### src/cfg_lock_pkg.sv
package cfg_lock_pkg;
	// byte addresses of the two configuration bytes in the movx space
	localparam logic [15:0] first_cfg_addr = 16'hFB00;
	localparam logic [15:0] second_cfg_addr = 16'hFB01;
	// field positions inside the second configuration byte
	localparam int app_lock_bit = 7;
	localparam int data_lock_bit = 6;
	localparam int odd_hiz_bit = 0;
	// erased-flash reset images of the configuration bytes
	localparam logic [7:0] first_cfg_reset = 8'hFF;
	localparam logic [7:0] second_cfg_reset = 8'hFF;
	// apb register byte offsets
	localparam logic [11:0] reg_cfg_bytes = 12'h000;
	localparam logic [11:0] reg_pwm_ctrl = 12'h004;
	localparam logic [11:0] reg_tool_status = 12'h008;
	// pwm control field position of the runtime odd-channel flag
	localparam int pwm_odd_hiz_pos = 0;

	typedef enum logic [1:0] {
		op_read = 2'h0,
		op_program = 2'h1,
		op_erase = 2'h2,
		op_bank_erase = 2'h3
	} tool_op_t;

	typedef enum logic [1:0] {
		path_writer = 2'h0,
		path_icp = 2'h1,
		path_scan = 2'h2
	} tool_path_t;

	typedef enum logic [1:0] {
		area_app = 2'h0,
		area_data = 2'h1,
		area_cfg = 2'h2
	} tool_area_t;

	typedef struct packed {
		logic valid;
		tool_op_t op;
		tool_path_t path;
		tool_area_t area;
	} tool_req_t;

	typedef struct packed {
		logic valid;
		logic granted;
	} tool_ans_t;
endpackage

### src/cfg_access_judge.sv
`timescale 1ns/1ns
module cfg_access_judge (
	input wire logic app_lock_in,
	input wire logic data_lock_in,
	input wire cfg_lock_pkg::tool_req_t req_in,
	output logic grant_out
);
	always_comb begin
		grant_out = 1'b0;
		if (app_lock_in && data_lock_in) begin
			grant_out = 1'b1;
		end else if (!app_lock_in && data_lock_in) begin
			// data area stays open except bank erase outside icp; app area and config bytes refuse reads only
			if (req_in.area == cfg_lock_pkg::area_data) begin
				if (req_in.op == cfg_lock_pkg::op_bank_erase) begin
					grant_out = (req_in.path == cfg_lock_pkg::path_icp);
				end else begin
					grant_out = 1'b1;
				end
			end else begin
				grant_out = (req_in.op != cfg_lock_pkg::op_read);
			end
		end else if (!app_lock_in && !data_lock_in) begin
			grant_out = (req_in.op != cfg_lock_pkg::op_read);
		end else begin
			// unsupported pair: fail safe by refusing reads
			grant_out = (req_in.op != cfg_lock_pkg::op_read);
		end
	end
endmodule

### src/cfg_security_lock.sv
// Operation
// - When the odd-channel drive select or the runtime hi-z flag is one, every odd pwm pin is held in high impedance, else pins follow the port mode registers.
// - After every reset the odd-channel drive select bit is copied into the runtime odd-channel hi-z flag.
// - With both lock bits one, tools may erase, program and read both flash areas.
// - With only the app lock cleared, app flash reads are refused but data flash may be programmed and read.
// - With only the app lock cleared, a bank erase of data flash through the icp port is still accepted.
// - With both lock bits cleared, all external reads of both flash areas are refused.
// - When the app lock bit is zero, external reads of the configuration bytes are refused too.
// - The configuration bytes sit at FB00h and FB01h and running code reads them by movx.
`timescale 1ns/1ns
module cfg_security_lock #(
	parameter int odd_channels = 4
) (
	input wire logic mclk_in,
	input wire logic sys_rst_in,
	// configuration bytes as held in flash
	input wire logic [7:0] first_cfg_in,
	input wire logic [7:0] second_cfg_in,
	// per-pin drive enables from the port output mode logic, low = drive
	input wire logic [odd_channels-1:0] odd_pwm_oe_n_in,
	// movx read port of the cpu
	input wire logic movx_rd_in,
	input wire logic [15:0] movx_addr_in,
	output logic [7:0] movx_rdata_out,
	output logic movx_hit_out,
	// external tool request
	input wire cfg_lock_pkg::tool_req_t tool_req_in,
	output cfg_lock_pkg::tool_ans_t tool_ans_out,
	output logic [odd_channels-1:0] odd_pwm_oe_n_out,
	// apb slave
	input wire logic psel,
	input wire logic penable,
	input wire logic pwrite,
	input wire logic [11:0] paddr,
	input wire logic [31:0] pwdata,
	output logic [31:0] prdata,
	output logic pready,
	output logic pslverr
);
	logic [7:0] first_cfg;
	logic [7:0] second_cfg;
	logic load_pending;
	logic odd_channel_hiz_flag;
	logic grant;
	logic [7:0] grant_count;
	logic [7:0] refuse_count;
	logic apb_access;
	logic setup_phase;
	logic force_hiz;
	logic [2:0] apb_sel;

	// one-hot offset decode, shared by the write path, the error flag and the read mux
	function automatic logic [2:0] reg_decode(input logic [11:0] addr);
		logic [2:0] sel;
		sel = 3'b000;
		if (addr == cfg_lock_pkg::reg_cfg_bytes) begin
			sel = 3'b001;
		end else if (addr == cfg_lock_pkg::reg_pwm_ctrl) begin
			sel = 3'b010;
		end else if (addr == cfg_lock_pkg::reg_tool_status) begin
			sel = 3'b100;
		end
		return sel;
	endfunction

	assign apb_sel = reg_decode(paddr);
	assign apb_access = psel && penable;
	assign setup_phase = psel && !penable;

	// configuration bytes are latched on the first edge after any reset ends
	always_ff @(posedge mclk_in) begin
		if (sys_rst_in) begin
			load_pending <= 1'b1;
			first_cfg <= cfg_lock_pkg::first_cfg_reset;
			second_cfg <= cfg_lock_pkg::second_cfg_reset;
		end else if (load_pending) begin
			load_pending <= 1'b0;
			first_cfg <= first_cfg_in;
			second_cfg <= second_cfg_in;
		end
	end

	// runtime flag reloads from the config bit after every reset; software may change it later
	always_ff @(posedge mclk_in) begin
		if (sys_rst_in) begin
			odd_channel_hiz_flag <= 1'b1;
		end else if (load_pending) begin
			odd_channel_hiz_flag <= second_cfg_in[cfg_lock_pkg::odd_hiz_bit];
		end else if (apb_access && pwrite && apb_sel[1]) begin
			odd_channel_hiz_flag <= pwdata[cfg_lock_pkg::pwm_odd_hiz_pos];
		end
	end

	// hi-z forced while the config bit is set, regardless of the runtime flag
	assign force_hiz = second_cfg[cfg_lock_pkg::odd_hiz_bit] || odd_channel_hiz_flag || load_pending;

	genvar ch;
	generate
		for (ch = 0; ch < odd_channels; ch++) begin : g_odd_pin
			always_ff @(posedge mclk_in) begin
				if (sys_rst_in) begin
					odd_pwm_oe_n_out[ch] <= 1'b1;
				end else if (force_hiz) begin
					odd_pwm_oe_n_out[ch] <= 1'b1;
				end else begin
					odd_pwm_oe_n_out[ch] <= odd_pwm_oe_n_in[ch];
				end
			end
		end
	endgenerate

	// cpu movx reads of the configuration bytes
	always_ff @(posedge mclk_in) begin
		if (sys_rst_in) begin
			movx_rdata_out <= 8'h00;
			movx_hit_out <= 1'b0;
		end else begin
			movx_hit_out <= 1'b0;
			movx_rdata_out <= 8'h00;
			if (movx_rd_in && movx_addr_in == cfg_lock_pkg::first_cfg_addr) begin
				movx_hit_out <= 1'b1;
				movx_rdata_out <= first_cfg;
			end else if (movx_rd_in && movx_addr_in == cfg_lock_pkg::second_cfg_addr) begin
				movx_hit_out <= 1'b1;
				movx_rdata_out <= second_cfg;
			end
		end
	end

	cfg_access_judge judge (
		.app_lock_in(second_cfg[cfg_lock_pkg::app_lock_bit]),
		.data_lock_in(second_cfg[cfg_lock_pkg::data_lock_bit]),
		.req_in(tool_req_in),
		.grant_out(grant)
	);

	// tool answers one cycle after the request; nothing granted before the load
	always_ff @(posedge mclk_in) begin
		if (sys_rst_in) begin
			tool_ans_out <= '0;
		end else begin
			tool_ans_out.valid <= tool_req_in.valid;
			tool_ans_out.granted <= tool_req_in.valid && grant && !load_pending;
		end
	end

	// wrapping counters; requests seen while loading are not counted
	always_ff @(posedge mclk_in) begin
		if (sys_rst_in) begin
			grant_count <= 8'h00;
			refuse_count <= 8'h00;
		end else begin
			if (tool_req_in.valid && !load_pending) begin
				if (grant) begin
					grant_count <= grant_count + 8'h01;
				end else begin
					refuse_count <= refuse_count + 8'h01;
				end
			end
		end
	end

	// zero wait states: ready is registered from the setup cycle so it stands in the access cycle
	always_ff @(posedge mclk_in) begin
		if (sys_rst_in) begin
			pready <= 1'b0;
		end else begin
			pready <= setup_phase;
		end
	end

	// unmapped offsets and writes to read-only words answer with an error and change nothing
	always_ff @(posedge mclk_in) begin
		if (sys_rst_in) begin
			pslverr <= 1'b0;
		end else if (setup_phase) begin
			if (apb_sel == 3'b000) begin
				pslverr <= 1'b1;
			end else if (apb_sel[0] || apb_sel[2]) begin
				pslverr <= pwrite;
			end else begin
				pslverr <= 1'b0;
			end
		end else begin
			pslverr <= 1'b0;
		end
	end

	// read data is registered in the setup cycle, so it stands together with ready
	always_ff @(posedge mclk_in) begin
		if (sys_rst_in) begin
			prdata <= 32'h0000_0000;
		end else if (setup_phase && apb_sel[0]) begin
			prdata <= {16'h0000, second_cfg, first_cfg};
		end else if (setup_phase && apb_sel[1]) begin
			prdata <= {31'h0000_0000, odd_channel_hiz_flag};
		end else if (setup_phase && apb_sel[2]) begin
			prdata <= {15'h0000, load_pending, refuse_count, grant_count};
		end else begin
			prdata <= 32'h0000_0000;
		end
	end
endmodule

### config.mk
export PLATFORM = sky130hd
export DESIGN_NAME = cfg_security_lock
export DESIGN_NICKNAME = d
export VERILOG_FILES = /design/src/cfg_lock_pkg.sv /design/src/cfg_access_judge.sv /design/src/cfg_security_lock.sv
export SDC_FILE = /design/constraint.sdc
export NUM_CORES = 1
export LEC_CHECK = 0
export ABC_AREA = 1
export BUFFER_PORTS_ARGS = -buffer_cell sky130_fd_sc_hd__buf_2
export CAP_MARGIN = 20
export CORE_MARGIN = 5
export CORE_UTILIZATION = 45
export DETAILED_ROUTE_END_ITERATION = 10
export PLACE_DENSITY = 0.76
export REMOVE_ABC_BUFFERS = 1
export SLEW_MARGIN = 20
export SYNTH_ARGS = -nofsm -noshare
export SYNTH_HDL_FRONTEND = slang
export SYNTH_SLANG_ARGS = --single-unit
export TNS_END_PERCENT = 10
### constraint.sdc
create_clock -name mclk_in -period 2.3 [get_ports mclk_in]
set_clock_uncertainty 0.2 [all_clocks]
set_input_delay 0.115 -clock mclk_in [delete_from_list [all_inputs] [get_ports mclk_in]]
set_output_delay 0.115 -clock mclk_in [all_outputs]
set_load 0.01 [all_outputs]
==> metrics <==
Seq. cell area 1360 sq um; R2R cell count 5; CTS tree built; FF-to-FF End odd_channel_hiz_flag$_SDFFE_PP1P_; WP data arrival 2.16 ns; placer's final routability congestion estimate 0.833; first-pass GRT wire length 13.7 mm; vias post-DR 3099; crit start category input pin; distinct cell type count after synthesis 32; Final Max Tran Viols 0; First-pass DRT Iterations 4; Routed Antenna Nets 0; largest net degree at the start of global routing 27; Final setup viols 0; # nets final 627; max incr delay on CP 0.56 ns; DRT Wirelength 8.20 mm; Port Buf Inserts 95; via density per instance 5.02; outcome completed; area grow syn2layout 32.6%; hold buffers post-CTS 29; Synth Cell Area 3060 sq um; CTS Buf Count 9; number of flops mapped to enable cells by yosys 0; 1st-iter DRT viols 260; site row count 30; worst hold-check path type input pin to flip-flop; die height 92.4 microns; Congestion Overflow GR 0; die area 8540 sq um; fmax 473 MHz; Fill cells 577; RSZ-0062 raised after global routing no; critical path buffer and inverter count 4; Synth top area share 0.446; pwr/cell area 629 nW/um^2; top_reg_cell synth dfxtp_1; final core utilization 0.603; # resized after CTS 0; CTS root buffer clkbuf_8; CTS clk-pin slew, worst paths 0.07 ns; CTS H-tree lvls 3; initial antenna violation count 0; Sum Neg Setup Slack 0 ns; Lkg Pwr 0.00189 uW; routed wire length per instance 13.3 microns; clk sinks 68; Reg2Reg Setup Slack 0.45 ns; critical path, cell by cell dlygate4sd3_1 > buf_2 > nand2_2 > dlygate4sd3_1 > nor2_1 > o211a_1 > dlygate4sd3_1; number of diodes 0; VDD IR max 0.000284 V; Avg Cell Area, Syn 7.51 sq um; Remaining DRCs 0; worst hold path startpoint movx_addr_in[10]; reg-to-reg startpoint load_pending$_DFF_P_; die width 92.4 microns; hold path endpoint movx_hit_out$_SDFF_PP0_; post-synth top area cell dfxtp_1; multi-input logic area 1440 sq um; clock buffer depth 2; Worst-Skew Late Latency 0.35 ns; Slew headroom 0.596; number of global-route vias before repair 2983; Hold Fails Final Rpt 0; sequential share of the synthesized area 0.446; CP Capture Type flip-flop; dominant cells by area after synthesis dfxtp_1, nand2_1, a21oi_1, nand4_1, nand3_1; most frequent CP cell dlygate4sd3_1; Largest delay share family, worst path buffers and inverters; post-CTS setup buffer count 0; crit path max fanout 3; Post-Synthesis Cells 407; max-cap violations 0; Worst-Margin Slew 0.604 ns; total power 2550 uW; Starting Density 0.455; Async S/R FF share, synth 0; minimum clock period after layout 2.11 ns; hold depth 6; slowest cell on the critical path dlygate4sd3_1; final period utilization 0.919; Tot GR Track Use 0.199; Critical Path RT 2.34 ns; Ys Warns 0; ratio of cells with drive above 1 in the final layout 0.242; placeable core region 6720 sq um; Yosys reg bits 68; DPL Wire Length 5.63 mm; I/O pin count 142; WS Path Type input pin to flip-flop
logic make-up after synthesis:
group                      count (synthesis)  synth area share
buffers and inverters                     64             0.102
adders and majority gates                  2           0.00819
AOI/OAI and AO/OA                         46            0.0782
DFF                                       68             0.446
and+or+nand+nor                          217             0.339
other                                      1           0.00123
xor gates and xnor gates                   9            0.0258
state kept, by name (all words and copies together) (netlist names):
name	flops
movx_hit_out	1
tool_ans_out	2
pready	1
first_cfg	8
movx_rdata_out	8
odd_pwm_oe_n_out	4
odd_channel_hiz_flag	1
prdata	17
load_pending	1
refuse_count	8
pslverr	1
second_cfg	8
grant_count	8
worst reg2reg max path: stages, from the launching register on:
cell and delay, ns:
dfxtp_1 0.60, clkinv_1 0.56, nand2_1 0.18, nand2_1 0.07, nand2_1 0.08, nand3_1 0.06
cell type report:
type | count | area share
flip-flops and latches | 68 | 0.336
clock inverters | 4 | 0.0179
inverters | 34 | 0.0315
repair buffers | 130 | 0.200
well taps | 80 | 0.0247
multi-input cells | 289 | 0.354
clock buffers | 12 | 0.0358
where the power goes:
part	switching [uW]	internal, uW
combinational	129	107
sequential	27.1	1210
clock	442	639
metal layers:
| layer | GRT usage | part of all wire | up-vias |
|---|---|---|---|
| met4 | 0.0842 | 0.022 | 0 |
| met1 | 0.239 | 0.41 | 1383 |
| met5 | 0 | 0 | - |
| met3 | 0.0536 | 0.091 | 16 |
| li1 | - | - | 1557 |
| met2 | 0.332 | 0.47 | 143 |
synthesized netlist by cell type (2+ instances only):
| library cell | instances |
|---|---|
| nand2_2 | 4 |
| nor4_1 | 2 |
| nor2_4 | 3 |
| clkbuf_1 | 7 |
| clkinv_1 | 4 |
| nand3b_1 | 2 |
| a21oi_1 | 40 |
| o21ai_0 | 4 |
| ha_1 | 2 |
| inv_1 | 29 |
| buf_4 | 15 |
| nor2_2 | 2 |
| xnor2_1 | 4 |
| nand3_1 | 32 |
| buf_2 | 6 |
| xor2_1 | 5 |
| dfxtp_1 | 68 |
| nand2_1 | 113 |
| nor2_1 | 25 |
| nand4_1 | 28 |
how the worst max path moves through the flow:
stage / from / to / slack (ns) / depth (start not counted)
final: psel / pslverr$_SDFF_PP0_ / 0.19 / 7
after detailed placement: load_pending$_DFF_P_ / prdata[16]$_SDFF_PP0_ / 0.51 / 2
after floorplan: load_pending$_DFF_P_ / refuse_count[2]$_SDFFE_PP0P_ / 0.48 / 5
after CTS: psel / pslverr$_SDFF_PP0_ / 0.19 / 7
after global routing: psel / pslverr$_SDFF_PP0_ / 0.08 / 7
after global placement: load_pending$_DFF_P_ / prdata[16]$_SDFF_PP0_ / 0.53 / 2
cell usage in the layout (no fill, tap or decap), types with 2 or more instances in the layout:
cell and n:
nand2_1 113, clkinv_1 4, ha_1 2, nand3b_1 2, nor4_1 2, bufinv_16 2
nand3_1 32, a21oi_1 40, buf_4 6, nor2_1 25, clkbuf_8 10, dlygate4sd3_1 29
clkbuf_1 2, xor2_1 5, buf_2 95, dfxtp_1 68, nor2_2 2, nand2_2 4
nor2_4 3, conb_1 15, inv_1 29, nand4_1 28, o21ai_0 4, xnor2_1 4
per-stage QoR:
| stage | cells | area [sq um] | hold WS (ns) | setup slack [ns] |
|---|---|---|---|---|
| floorplan | 391 | 2920 | -0.0573 | 0.477 |
| global route | 617 | 4050 | 0.0385 | 0.0818 |
| global placement | 572 | 3540 | 0.0973 | 0.526 |
| detailed placement | 572 | 3540 | 0.100 | 0.507 |
| CTS | 617 | 4050 | 0.00526 | 0.189 |
| finish | 617 | 4050 | 0.00384 | 0.187 |
(Power assumes the default switching activity.)
